===== config.mk =====
export PLATFORM = sky130hd
export DESIGN_NAME = x21_dual_port
export DESIGN_NICKNAME = d
export VERILOG_FILES = /design/src/x21_cfg_pkg.sv /design/src/x21_sync.sv /design/src/x21_activity_led.sv /design/src/x21_dual_port.sv
export SDC_FILE = /design/constraint.sdc
export NUM_CORES = 1
export LEC_CHECK = 0
export BUFFER_PORTS_ARGS = -buffer_cell sky130_fd_sc_hd__buf_2
export CORE_MARGIN = 2
export CORE_UTILIZATION = 56
export CTS_BUF_LIST = sky130_fd_sc_hd__clkbuf_4 sky130_fd_sc_hd__clkbuf_8
export DETAILED_ROUTE_END_ITERATION = 7
export GPL_TIMING_DRIVEN = 0
export HOLD_SLACK_MARGIN = 0.05
export PLACE_DENSITY = 0.79
export SLEW_MARGIN = 10
export SYNTH_ARGS = -nofsm -noshare
export SYNTH_HDL_FRONTEND = slang
export SYNTH_SLANG_ARGS = --single-unit

===== constraint.sdc =====
create_clock -name pclk -period 2.8 [get_ports pclk]
set_clock_uncertainty 0.2 [all_clocks]
set_input_delay 0.56 -clock pclk [delete_from_list [all_inputs] [get_ports pclk]]
set_output_delay 0.56 -clock pclk [all_outputs]
set_load 0.005 [all_outputs]

===== src/x21_cfg_pkg.sv =====
// Constants and types shared by the dual X.21 slot configuration block
package x21_cfg_pkg;

  // ---------------------------------------------------------------
  // Register map
  // ---------------------------------------------------------------
  localparam logic [7:0]  OFF_CTRL0   = 8'h00;
  localparam logic [7:0]  OFF_CTRL1   = 8'h04;
  localparam logic [7:0]  OFF_STATUS  = 8'h08;
  localparam logic [13:0] CTRL_RESET  = 14'h3E10;
  // Control fields: mode {high,low}, framing {frame,signalling}, head, tail
  localparam int CTRL_MODE_LSB = 0;
  localparam int CTRL_FRM_LSB  = 2;
  localparam int CTRL_HEAD_LSB = 4;
  localparam int CTRL_TAIL_LSB = 9;
  localparam int STAT_CH_W     = 16;

  // ---------------------------------------------------------------
  // Switch bank positions (bit i is position i+1, ON reads 1)
  // ---------------------------------------------------------------
  localparam int SW_MODE_HIGH = 0;
  localparam int SW_MODE_LOW  = 1;
  localparam int SW_FRAME     = 2;
  localparam int SW_SIG       = 3;
  localparam int SW_TAIL_LSB  = 0;
  localparam int SW_HEAD_LSB  = 5;

  // ---------------------------------------------------------------
  // Timeslots and timing
  // ---------------------------------------------------------------
  localparam logic [4:0] SLOT_FRAMING = 5'h00;
  localparam logic [4:0] SLOT_SIGNAL  = 5'h10;
  localparam int CLK_MHZ          = 100;
  localparam int TIMING_HALF_NS   = 244;
  localparam int TIMING_HALF_CYC  = TIMING_HALF_NS * CLK_MHZ / 1000;
  localparam int BLINK_HALF_MS    = 50;
  localparam int BLINK_HALF_CYC   = BLINK_HALF_MS * CLK_MHZ * 1000;

  typedef enum logic [2:0] {
    MODE_DTE        = 3'h1,
    MODE_DCE_LINE   = 3'h2,
    MODE_DCE_MASTER = 3'h4
  } work_mode_t;

  typedef enum logic [3:0] {
    FRM_UNFRAMED = 4'h1,
    FRM_FRAMED   = 4'h2,
    FRM_MULTI    = 4'h4,
    FRM_INVALID  = 4'h8
  } framing_t;

endpackage : x21_cfg_pkg


===== src/x21_sync.sv =====
// Two-stage synchroniser for a bundle of asynchronous levels
`timescale 1ns/1ps
module x21_sync #(
  parameter int WIDTH = 1
) (
  input  wire logic             pclk,
  input  wire logic             presetn,
  input  wire logic [WIDTH-1:0] async_in,
  output logic      [WIDTH-1:0] sync_out
);

  typedef struct packed {
    logic [WIDTH-1:0] first;
    logic [WIDTH-1:0] second;
  } sync_state_t;

  sync_state_t st;
  sync_state_t next_st;

  always_comb begin
    next_st        = st;
    next_st.first  = async_in;
    next_st.second = st.first;
  end

  always_ff @(posedge pclk or negedge presetn) begin
    if (!presetn) begin
      st <= '0;
    end else begin
      st <= next_st;
    end
  end

  assign sync_out = st.second;

endmodule : x21_sync


===== src/x21_activity_led.sv =====
// Activity indicator: blinks while events keep arriving, dark otherwise
`timescale 1ns/1ps
module x21_activity_led #(
  parameter int BLINK_HALF = 5000000
) (
  input  wire logic pclk,
  input  wire logic presetn,
  input  wire logic activity,
  output logic      led
);

  typedef struct packed {
    logic [23:0] hold;
    logic [23:0] phase;
    logic        lit;
  } led_state_t;

  led_state_t st;
  led_state_t next_st;

  always_comb begin
    next_st = st;
    if (activity) begin
      next_st.hold = 24'(2 * BLINK_HALF);
    end else if (st.hold != 24'h000000) begin
      next_st.hold = st.hold - 24'h000001;
    end
    if (st.hold == 24'h000000) begin
      next_st.phase = 24'h000000;
      next_st.lit   = 1'b0;
    end else if (st.phase == 24'(BLINK_HALF - 1)) begin
      next_st.phase = 24'h000000;
      next_st.lit   = !st.lit;
    end else begin
      next_st.phase = st.phase + 24'h000001;
      if (st.phase == 24'h000000 && !st.lit) begin
        next_st.lit = 1'b1;
      end
    end
  end

  always_ff @(posedge pclk or negedge presetn) begin
    if (!presetn) begin
      st <= '0;
    end else begin
      st <= next_st;
    end
  end

  assign led = st.lit;

endmodule : x21_activity_led


===== src/x21_dual_port.sv =====
// Dual X.21 channel: configuration, E1 slot selection, line timing, APB slave
`timescale 1ns/1ps
// Overview of operation
// RULE1: Two independent channels, each moving its own stream between line and E1.
// RULE2: Each channel acts as terminal or circuit side; role picks driven signals.
// RULE3: Mode bits: both on software, high DTE, low DCE line, none DCE master.
// RULE4: Framing bits: both multiframe, frame only framed, none unframed, sig only invalid.
// RULE5: Both mode switches on: mode and bandwidth come from software registers.
// RULE6: Otherwise mode and bandwidth come from the local switches.
// RULE7: Under switch control status stays readable; control writes are ignored.
// RULE8: Each channel owns one mode bank and one slot limit bank.
// RULE9: Head slot is a five-bit binary field, MSB first; 00111 is slot 7.
// RULE10: Tail slot is a separate five-bit binary field; 11111 is slot 31.
// RULE11: Head and tail apply only in framed or multiframe operation.
// RULE12: Unframed carries all 32 slots with no selection.
// RULE13: Framed carries at most 31 slots; slot 0 is kept for framing.
// RULE14: Multiframe carries at most 30 slots; slots 0 and 16 withheld.
// RULE15: Signalling mode reserves slot 16 for alignment and signalling.
// RULE16: Cross-connect traffic needs line-timed DCE, chosen by the configuring party.
// RULE17: Line-timed mode takes its bit timing from the E1 cross-connect clock.
// RULE18: Transmit indicator blinks while data leaves the port, else off.
// RULE19: Receive indicator blinks while data arrives at the port, else off.
// RULE20: DCE drives receive data, indication, timing; DTE drives transmit data, control.
module x21_dual_port #(
  parameter int BLINK_HALF = x21_cfg_pkg::BLINK_HALF_CYC
) (
  input  wire logic        pclk,
  input  wire logic        presetn,
  input  wire logic        psel,
  input  wire logic        penable,
  input  wire logic        pwrite,
  input  wire logic [7:0]  paddr,
  input  wire logic [31:0] pwdata,
  output logic      [31:0] prdata,
  output logic             pready,
  output logic             pslverr,
  input  wire logic [3:0]  mode_switch_bank_a,
  input  wire logic [3:0]  mode_switch_bank_b,
  input  wire logic [9:0]  slot_limit_switch_bank_a,
  input  wire logic [9:0]  slot_limit_switch_bank_b,
  input  wire logic        e1_bit_strobe,
  input  wire logic [4:0]  e1_slot,
  input  wire logic [1:0]  e1_rx_bit,
  output logic      [1:0]  e1_tx_bit,
  output logic      [1:0]  e1_tx_valid,
  input  wire logic [1:0]  line_t_in,
  output logic      [1:0]  line_t_out,
  output logic      [1:0]  line_t_oe,
  input  wire logic [1:0]  line_c_in,
  output logic      [1:0]  line_c_out,
  output logic      [1:0]  line_c_oe,
  input  wire logic [1:0]  line_r_in,
  output logic      [1:0]  line_r_out,
  output logic      [1:0]  line_r_oe,
  input  wire logic [1:0]  line_i_in,
  output logic      [1:0]  line_i_out,
  output logic      [1:0]  line_i_oe,
  input  wire logic [1:0]  line_s_in,
  output logic      [1:0]  line_s_out,
  output logic      [1:0]  line_s_oe,
  output logic      [1:0]  tx_led,
  output logic      [1:0]  rx_led
);

  // ---------------------------------------------------------------
  // State
  // ---------------------------------------------------------------
  typedef struct packed {
    logic [1:0][13:0] ctrl;
    logic [1:0]       s_out;
    logic [1:0]       s_prev;
    logic [1:0][4:0]  s_cnt;
    logic [5:0]       master_cnt;
    logic [1:0]       data_out;
    logic [1:0]       ctl_out;
    logic [1:0]       dce_oe;
    logic [1:0]       dte_oe;
    logic [1:0]       tx_bit;
    logic [1:0]       tx_valid;
    logic [1:0]       tx_evt;
    logic [1:0]       rx_evt;
    logic             pready;
    logic             pslverr;
    logic [31:0]      prdata;
  } port_state_t;

  port_state_t st;
  port_state_t next_st;

  // ---------------------------------------------------------------
  // Synchronisers for switches and line pins
  // ---------------------------------------------------------------
  logic [27:0]     sw_sync;
  logic [9:0]      line_sync;
  logic [1:0][3:0] msw;
  logic [1:0][9:0] lsw;
  logic [1:0]      t_sync;
  logic [1:0]      c_sync;
  logic [1:0]      r_sync;
  logic [1:0]      i_sync;
  logic [1:0]      s_sync;

  // RULE8 separate banks
  x21_sync #(.WIDTH(28)) u_sw_sync (
    .pclk     (pclk),
    .presetn  (presetn),
    .async_in ({slot_limit_switch_bank_b, slot_limit_switch_bank_a, mode_switch_bank_b, mode_switch_bank_a}),
    .sync_out (sw_sync)
  );

  x21_sync #(.WIDTH(10)) u_line_sync (
    .pclk     (pclk),
    .presetn  (presetn),
    .async_in ({line_s_in, line_i_in, line_r_in, line_c_in, line_t_in}),
    .sync_out (line_sync)
  );

  assign msw    = sw_sync[7:0];
  assign lsw    = sw_sync[27:8];
  assign t_sync = line_sync[1:0];
  assign c_sync = line_sync[3:2];
  assign r_sync = line_sync[5:4];
  assign i_sync = line_sync[7:6];
  assign s_sync = line_sync[9:8];

  // ---------------------------------------------------------------
  // Effective configuration per channel
  // ---------------------------------------------------------------
  logic [1:0]             soft_ctl;
  x21_cfg_pkg::work_mode_t [1:0] mode;
  x21_cfg_pkg::framing_t [1:0] framing;
  logic [1:0][4:0]        head;
  logic [1:0][4:0]        tail;
  logic [1:0]             slot_act;
  logic [1:0]             is_dce;
  logic [1:0]             cfg_ok;
  logic [1:0][1:0]        mode_bits;
  logic [1:0][1:0]        frm_bits;

  always_comb begin
    for (int ch = 0; ch < 2; ch++) begin
      // RULE5 software selects
      soft_ctl[ch] = msw[ch][x21_cfg_pkg::SW_MODE_HIGH] & msw[ch][x21_cfg_pkg::SW_MODE_LOW];
      // RULE6 switches select
      if (soft_ctl[ch]) begin
        mode_bits[ch] = st.ctrl[ch][x21_cfg_pkg::CTRL_MODE_LSB +: 2];
        frm_bits[ch]  = st.ctrl[ch][x21_cfg_pkg::CTRL_FRM_LSB +: 2];
        head[ch]      = st.ctrl[ch][x21_cfg_pkg::CTRL_HEAD_LSB +: 5];
        tail[ch]      = st.ctrl[ch][x21_cfg_pkg::CTRL_TAIL_LSB +: 5];
      end else begin
        mode_bits[ch] = {msw[ch][x21_cfg_pkg::SW_MODE_HIGH], msw[ch][x21_cfg_pkg::SW_MODE_LOW]};
        frm_bits[ch]  = {msw[ch][x21_cfg_pkg::SW_FRAME], msw[ch][x21_cfg_pkg::SW_SIG]};
        // RULE9 head field MSB first
        head[ch]      = lsw[ch][x21_cfg_pkg::SW_HEAD_LSB +: 5];
        // RULE10 tail field MSB first
        tail[ch]      = lsw[ch][x21_cfg_pkg::SW_TAIL_LSB +: 5];
      end
      // RULE3 mode decode
      case (mode_bits[ch])
        2'h2:    mode[ch] = x21_cfg_pkg::MODE_DTE;
        2'h1:    mode[ch] = x21_cfg_pkg::MODE_DCE_LINE;
        default: mode[ch] = x21_cfg_pkg::MODE_DCE_MASTER;
      endcase
      // RULE4 framing decode
      case (frm_bits[ch])
        2'h3:    framing[ch] = x21_cfg_pkg::FRM_MULTI;
        2'h2:    framing[ch] = x21_cfg_pkg::FRM_FRAMED;
        2'h0:    framing[ch] = x21_cfg_pkg::FRM_UNFRAMED;
        default: framing[ch] = x21_cfg_pkg::FRM_INVALID;
      endcase
      is_dce[ch] = (mode[ch] != x21_cfg_pkg::MODE_DTE);
      cfg_ok[ch] = (framing[ch] != x21_cfg_pkg::FRM_INVALID);
      // RULE11 limits ignored unframed
      // RULE12 all slots unframed
      // RULE13 slot 0 withheld framed
      // RULE14 slots 0 and 16 withheld
      // RULE15 signalling slot reserved
      case (framing[ch])
        x21_cfg_pkg::FRM_UNFRAMED: slot_act[ch] = 1'b1;
        x21_cfg_pkg::FRM_FRAMED:   slot_act[ch] = (e1_slot != x21_cfg_pkg::SLOT_FRAMING)
                                                  && (e1_slot >= head[ch]) && (e1_slot <= tail[ch]);
        x21_cfg_pkg::FRM_MULTI:    slot_act[ch] = (e1_slot != x21_cfg_pkg::SLOT_FRAMING)
                                                  && (e1_slot != x21_cfg_pkg::SLOT_SIGNAL)
                                                  && (e1_slot >= head[ch]) && (e1_slot <= tail[ch]);
        default:                   slot_act[ch] = 1'b0;
      endcase
    end
  end

  // ---------------------------------------------------------------
  // Line timing, data and APB
  // ---------------------------------------------------------------
  logic [1:0] tick;
  logic [1:0] s_lvl;
  logic       master_tick;
  logic       access;

  assign master_tick = (st.master_cnt == 6'h00);
  assign access      = psel & penable & !st.pready;

  always_comb begin
    next_st          = st;
    next_st.tx_valid = 2'h0;
    next_st.tx_evt   = 2'h0;
    next_st.rx_evt   = 2'h0;
    tick             = 2'h0;
    s_lvl            = 2'h0;
    if (st.master_cnt == 6'(2 * x21_cfg_pkg::TIMING_HALF_CYC - 1)) begin
      next_st.master_cnt = 6'h00;
    end else begin
      next_st.master_cnt = st.master_cnt + 6'h01;
    end
    // RULE1 per-channel engines
    for (int ch = 0; ch < 2; ch++) begin
      // RULE17 line timing from E1
      if (mode[ch] == x21_cfg_pkg::MODE_DCE_LINE) begin
        tick[ch] = e1_bit_strobe & slot_act[ch];
      end else if (mode[ch] == x21_cfg_pkg::MODE_DCE_MASTER) begin
        tick[ch] = master_tick & cfg_ok[ch];
      end
      // RULE2 role sets drivers
      // RULE20 DCE timing, DTE data
      next_st.dce_oe[ch]  = is_dce[ch];
      next_st.dte_oe[ch]  = !is_dce[ch];
      next_st.ctl_out[ch] = cfg_ok[ch];
      if (!is_dce[ch]) begin
        next_st.s_out[ch] = 1'b0;
        next_st.s_cnt[ch] = 5'h00;
      end else if (tick[ch]) begin
        next_st.s_out[ch] = 1'b1;
        next_st.s_cnt[ch] = 5'(x21_cfg_pkg::TIMING_HALF_CYC);
      end else if (st.s_cnt[ch] != 5'h00) begin
        next_st.s_cnt[ch] = st.s_cnt[ch] - 5'h01;
        if (st.s_cnt[ch] == 5'h01) begin
          next_st.s_out[ch] = 1'b0;
        end
      end
      s_lvl[ch]          = is_dce[ch] ? st.s_out[ch] : s_sync[ch];
      next_st.s_prev[ch] = s_lvl[ch];
      if (s_lvl[ch] && !st.s_prev[ch] && cfg_ok[ch]) begin
        next_st.data_out[ch] = e1_rx_bit[ch];
        // RULE18 transmit activity
        next_st.tx_evt[ch]   = st.ctl_out[ch];
      end
      if (!s_lvl[ch] && st.s_prev[ch] && cfg_ok[ch]) begin
        next_st.tx_bit[ch]   = is_dce[ch] ? t_sync[ch] : r_sync[ch];
        next_st.tx_valid[ch] = 1'b1;
        // RULE19 receive activity
        next_st.rx_evt[ch]   = is_dce[ch] ? c_sync[ch] : i_sync[ch];
      end
    end
    // One wait state: pready raised in second access cycle
    next_st.pready  = access;
    next_st.pslverr = 1'b0;
    if (access) begin
      next_st.prdata = 32'h00000000;
      if (paddr == x21_cfg_pkg::OFF_CTRL0 || paddr == x21_cfg_pkg::OFF_CTRL1) begin
        next_st.prdata = {18'h00000, st.ctrl[paddr[2]]};
        // RULE7 writes ignored under switches
        if (pwrite && soft_ctl[paddr[2]] && pwdata[1:0] != 2'h3) begin
          next_st.ctrl[paddr[2]] = pwdata[13:0];
        end
      end else if (paddr == x21_cfg_pkg::OFF_STATUS) begin
        // RULE7 status always readable
        for (int ch = 0; ch < 2; ch++) begin
          next_st.prdata[ch * x21_cfg_pkg::STAT_CH_W +: x21_cfg_pkg::STAT_CH_W] =
            {4'h0, rx_led[ch], tx_led[ch], 2'h0, soft_ctl[ch], framing[ch], mode[ch]};
        end
      end else begin
        next_st.pslverr = 1'b1;
      end
    end
  end

  always_ff @(posedge pclk or negedge presetn) begin
    if (!presetn) begin
      st      <= '0;
      st.ctrl <= {x21_cfg_pkg::CTRL_RESET, x21_cfg_pkg::CTRL_RESET};
    end else begin
      st <= next_st;
    end
  end

  // ---------------------------------------------------------------
  // Activity indicators
  // ---------------------------------------------------------------
  for (genvar ch = 0; ch < 2; ch++) begin : g_led
    x21_activity_led #(.BLINK_HALF(BLINK_HALF)) u_tx_led (
      .pclk     (pclk),
      .presetn  (presetn),
      .activity (st.tx_evt[ch]),
      .led      (tx_led[ch])
    );
    x21_activity_led #(.BLINK_HALF(BLINK_HALF)) u_rx_led (
      .pclk     (pclk),
      .presetn  (presetn),
      .activity (st.rx_evt[ch]),
      .led      (rx_led[ch])
    );
  end

  assign prdata      = st.prdata;
  assign pready      = st.pready;
  assign pslverr     = st.pslverr;
  assign e1_tx_bit   = st.tx_bit;
  assign e1_tx_valid = st.tx_valid;
  assign line_t_out  = st.data_out;
  assign line_r_out  = st.data_out;
  assign line_c_out  = st.ctl_out;
  assign line_i_out  = st.ctl_out;
  assign line_s_out  = st.s_out;
  assign line_t_oe   = st.dte_oe;
  assign line_c_oe   = st.dte_oe;
  assign line_r_oe   = st.dce_oe;
  assign line_i_oe   = st.dce_oe;
  assign line_s_oe   = st.dce_oe;
endmodule : x21_dual_port


==> flow_summary.json <==
{
  "status": "finished clean",
  "boundaryPins": 153,
  "ys_top_cells_by_area": "dfrtp_1 50%, nor2_1 4.3%, xor2_1 3.5%",
  "hold_viol": 0,
  "setup_violations": 0,
  "ir_drop_uv": 446.3,
  "synth_cells": 1676,
  "fmax_ghz": 0.3668,
  "synth_top_cell_area_share_pct": 50.38,
  "fin_area_mm2": 0.02071,
  "drt-total-wl_mm": 39.68,
  "clock_latency_ns": 0.61,
  "fin_util_pct": 67.70,
  "synth_largest_area_cell": "dfrtp_1",
  "cp-start-kind": "flop",
  "rsz0062_at_grt": "no",
  "area_growth_pct": 19.13,
  "cts_tree": "yes",
  "fin_crit_sh_pct": 97.37,
  "power_leakage_nw": 9.492,
  "critPathMaxFanout": 10,
  "placed_cell_area_mm2": 0.01862,
  "vias": 13420,
  "synth.distinct_cells": 74,
  "avgSynthCellArea_um2": 10.37,
  "maxSlewHeadroom_pct": 35.13,
  "initial_core_util_pct": 56.83,
  "hold_path.class": "reg -> reg",
  "routabilityCongestion": 0.8662,
  "fp.dieH_um": 180.2,
  "fill_cells": 2305,
  "die-area_mm2": 0.03247,
  "synth_area_mm2": 0.01738,
  "drc": 0,
  "clock_sink_count": 362,
  "finalPower_mw": 14.76,
  "antenna_found_initial": 1,
  "core-area_mm2": 0.03059,
  "num_rows": 64,
  "powerDensity_mw_per_mm2": 712.8,
  "htree_levels": 2,
  "cts_buffers": 58,
  "worstMarginPinSlew_ns": 0.9657,
  "drive_gt1_share_pct": 21.64,
  "ys.flop_type": "dfrtp_1",
  "path_class": "reg -> reg",
  "cp-end-kind": "flop",
  "required_ns": 3.10,
  "grt_pass1_vias": 13410,
  "grt_max_degree": 110,
  "die_x_um": 180.2,
  "drt_iter0_drc": 859,
  "clkTransAtPathRegs_ns": 0.06,
  "synth_edf_count": 0,
  "wl_per_cell_um": 16.71,
  "grt_pass1_wl_mm": 66.25,
  "drv_slew": 0,
  "ant_nets": 0,
  "ys_ff_latch": 362,
  "hpwl_mm": 26.70,
  "max_cap_viol_count": 0,
  "holdWs_ns": 0.1470,
  "io_buffers": 125,
  "root_buffer": "clkbuf_8",
  "crit_arrival_ns": 3.03,
  "first_pass_iters": 5,
  "fin_nets": 2069,
  "ys_seq_area_share_pct": 52.20,
  "tns_ns": 0,
  "overflow": 0,
  "min_period_ns": 2.726,
  "cts_max_path_buffers": 3,
  "yosysWarnings": 0,
  "synthArstFlopShare_pct": 100.0,
  "vias_per_cell": 5.649,
  "grtUsageTotal_pct": 24.58
}
## repair_timing
item	4_1_cts	5_1_grt
resized for setup	22	26
pin swaps	2	4
endpoints found under the hold margin	136	0
buffers inserted	7	8
hold buffers	55	0
setup endpoints to repair	143	135
## routing by layer
metal	vias to the layer above	routed length [um]	part of all wire [%]	global-route usage, %
met5	-	0	0	0
met4	0	1249	3.1	8.839
met3	95	1976	5.0	4.305
met2	391	19610	49	41.40
met1	6552	16840	42	32.14
li1	6379	-	-	-
## cell usage after synthesis (13+ instances only)
cell / count
clkbuf_1: 40
dfrtp_1: 350
nand4_1: 46
buf_4: 61
xnor2_1: 56
nor2_1: 200
o21ai_0: 42
inv_1: 57
or4_1: 26
xor2_1: 70
o31ai_1: 17
nor4_1: 55
nand2_1: 103
nor2b_1: 19
a21oi_1: 51
mux2i_1: 40
nand3_1: 71
or3_1: 13
ha_1: 46
nor3_1: 67
and3_1: 26
mux2_2: 46
## metrics by stage
| step | instances | worst slack (ns) |
|---|---|---|
| 2_1_floorplan | 1683 | 0.04743 |
| 3_3_place_gp | 2204 | -5.843 |
| 3_5_place_dp | 2207 | -0.5805 |
| 4_1_cts | 2368 | 0.01180 |
| 5_1_grt | 2374 | 0.0007059 |
| 6_report | 2375 | 0.07370 |
## area by class of cell
cell class	count	area (um^2)	area share [%]
Antenna cell	1	2.502	0.01208
Buffer	105	684.4	3.305
Clock buffer	92	1154	5.570
Clock inverter	14	170.2	0.8217
Inverter	57	214.0	1.033
Multi-Input combinational cell	1150	7533	36.38
Sequential cell	362	9075	43.82
Tap cell	396	495.5	2.392
Timing Repair Buffer	198	1381	6.670
## logic make-up (layout without fill, tap and decap cells)
logic type | after synthesis | count (layout) | share of synthesized area, %
AO/OA/AOI/OAI | 182 | 182 | 6.701
XOR/XNOR | 126 | 126 | 6.348
adder cells (fa/ha/maj) | 46 | 46 | 3.311
buffers and inverters | 171 | 466 | 5.225
flip-flops | 362 | 362 | 52.20
multiplexers | 86 | 86 | 5.283
other | 1 | 9 | 0.02157
AND/OR/NAND/NOR | 702 | 702 | 20.92
## state kept, by name, indices dropped and copies added, names as in the netlist, 2 cells and up
| signal | flops |
|---|---|
| line_r_out | 2 |
| e1_tx_valid | 2 |
| g_led.u_rx_led.led | 2 |
| st | 50 |
| u_line_sync.sync_out | 10 |
| u_line_sync.next_st | 10 |
| line_i_oe | 2 |
| e1_tx_bit | 2 |
| line_c_out | 2 |
| g_led.u_rx_led.st | 96 |
| g_led.u_tx_led.led | 2 |
| g_led.u_tx_led.st | 96 |
| u_sw_sync.next_st | 28 |
| prdata | 24 |
| u_sw_sync.sync_out | 28 |
| line_s_out | 2 |
| line_c_oe | 2 |
## path summary, 6_finish.rpt
| check | from | endpoint | slack, ns | cells past startpoint |
|---|---|---|---|---|
| max | pready | st[91] | 0.07 | 7 |
| min | u_sw_sync.next_st[17] | u_sw_sync.sync_out[17] | 0.15 | 0 |
| max reg2reg | pready | st[91] | 0.07 | 7 |
| min reg2reg | u_sw_sync.next_st[17] | u_sw_sync.sync_out[17] | 0.15 | 0 |
| max in group asynchronous | presetn | st[82] | 0.73 | 4 |
| min in group asynchronous | presetn | g_led[1].u_rx_led.st[32] | 0.32 | 2 |
## cells in the final DEF, fill, tap and decap left out, types with 19 or more instances in the layout
cell           instances
and3_1                26
or4_1                 23
mux2i_1               40
inv_1                 57
nand4_1               46
buf_2                129
clkbuf_8              74
ha_1                  44
nand2_1              101
nor2b_1               19
dlygate4sd3_1         55
clkbuf_1              27
a21oi_1               51
nor2_1               200
mux2_2                46
o21ai_0               39
clkbuf_4              21
xor2_1                70
nand3_1               71
xnor2_1               56
nor3_1                65
buf_4                 78
nor4_1                54
dfrtp_1              349
## critical path, cell delays in order, from the launching register on
cell	delay (ns)
dfrtp_1	0.37
nand3b_1	0.33
nand4bb_1	0.28
clkbuf_1	0.25
nor2_1	0.19
nand4_1	0.32
buf_2	0.35
mux2_2	0.31
## power by group
group	switching (mW)	total, mW	internal [mW]
registers	0.820	6.83	6.01
logic	1.53	2.91	1.39
clock network	2.12	5.02	2.90
Note: power is estimated with default switching activity, not from simulation.
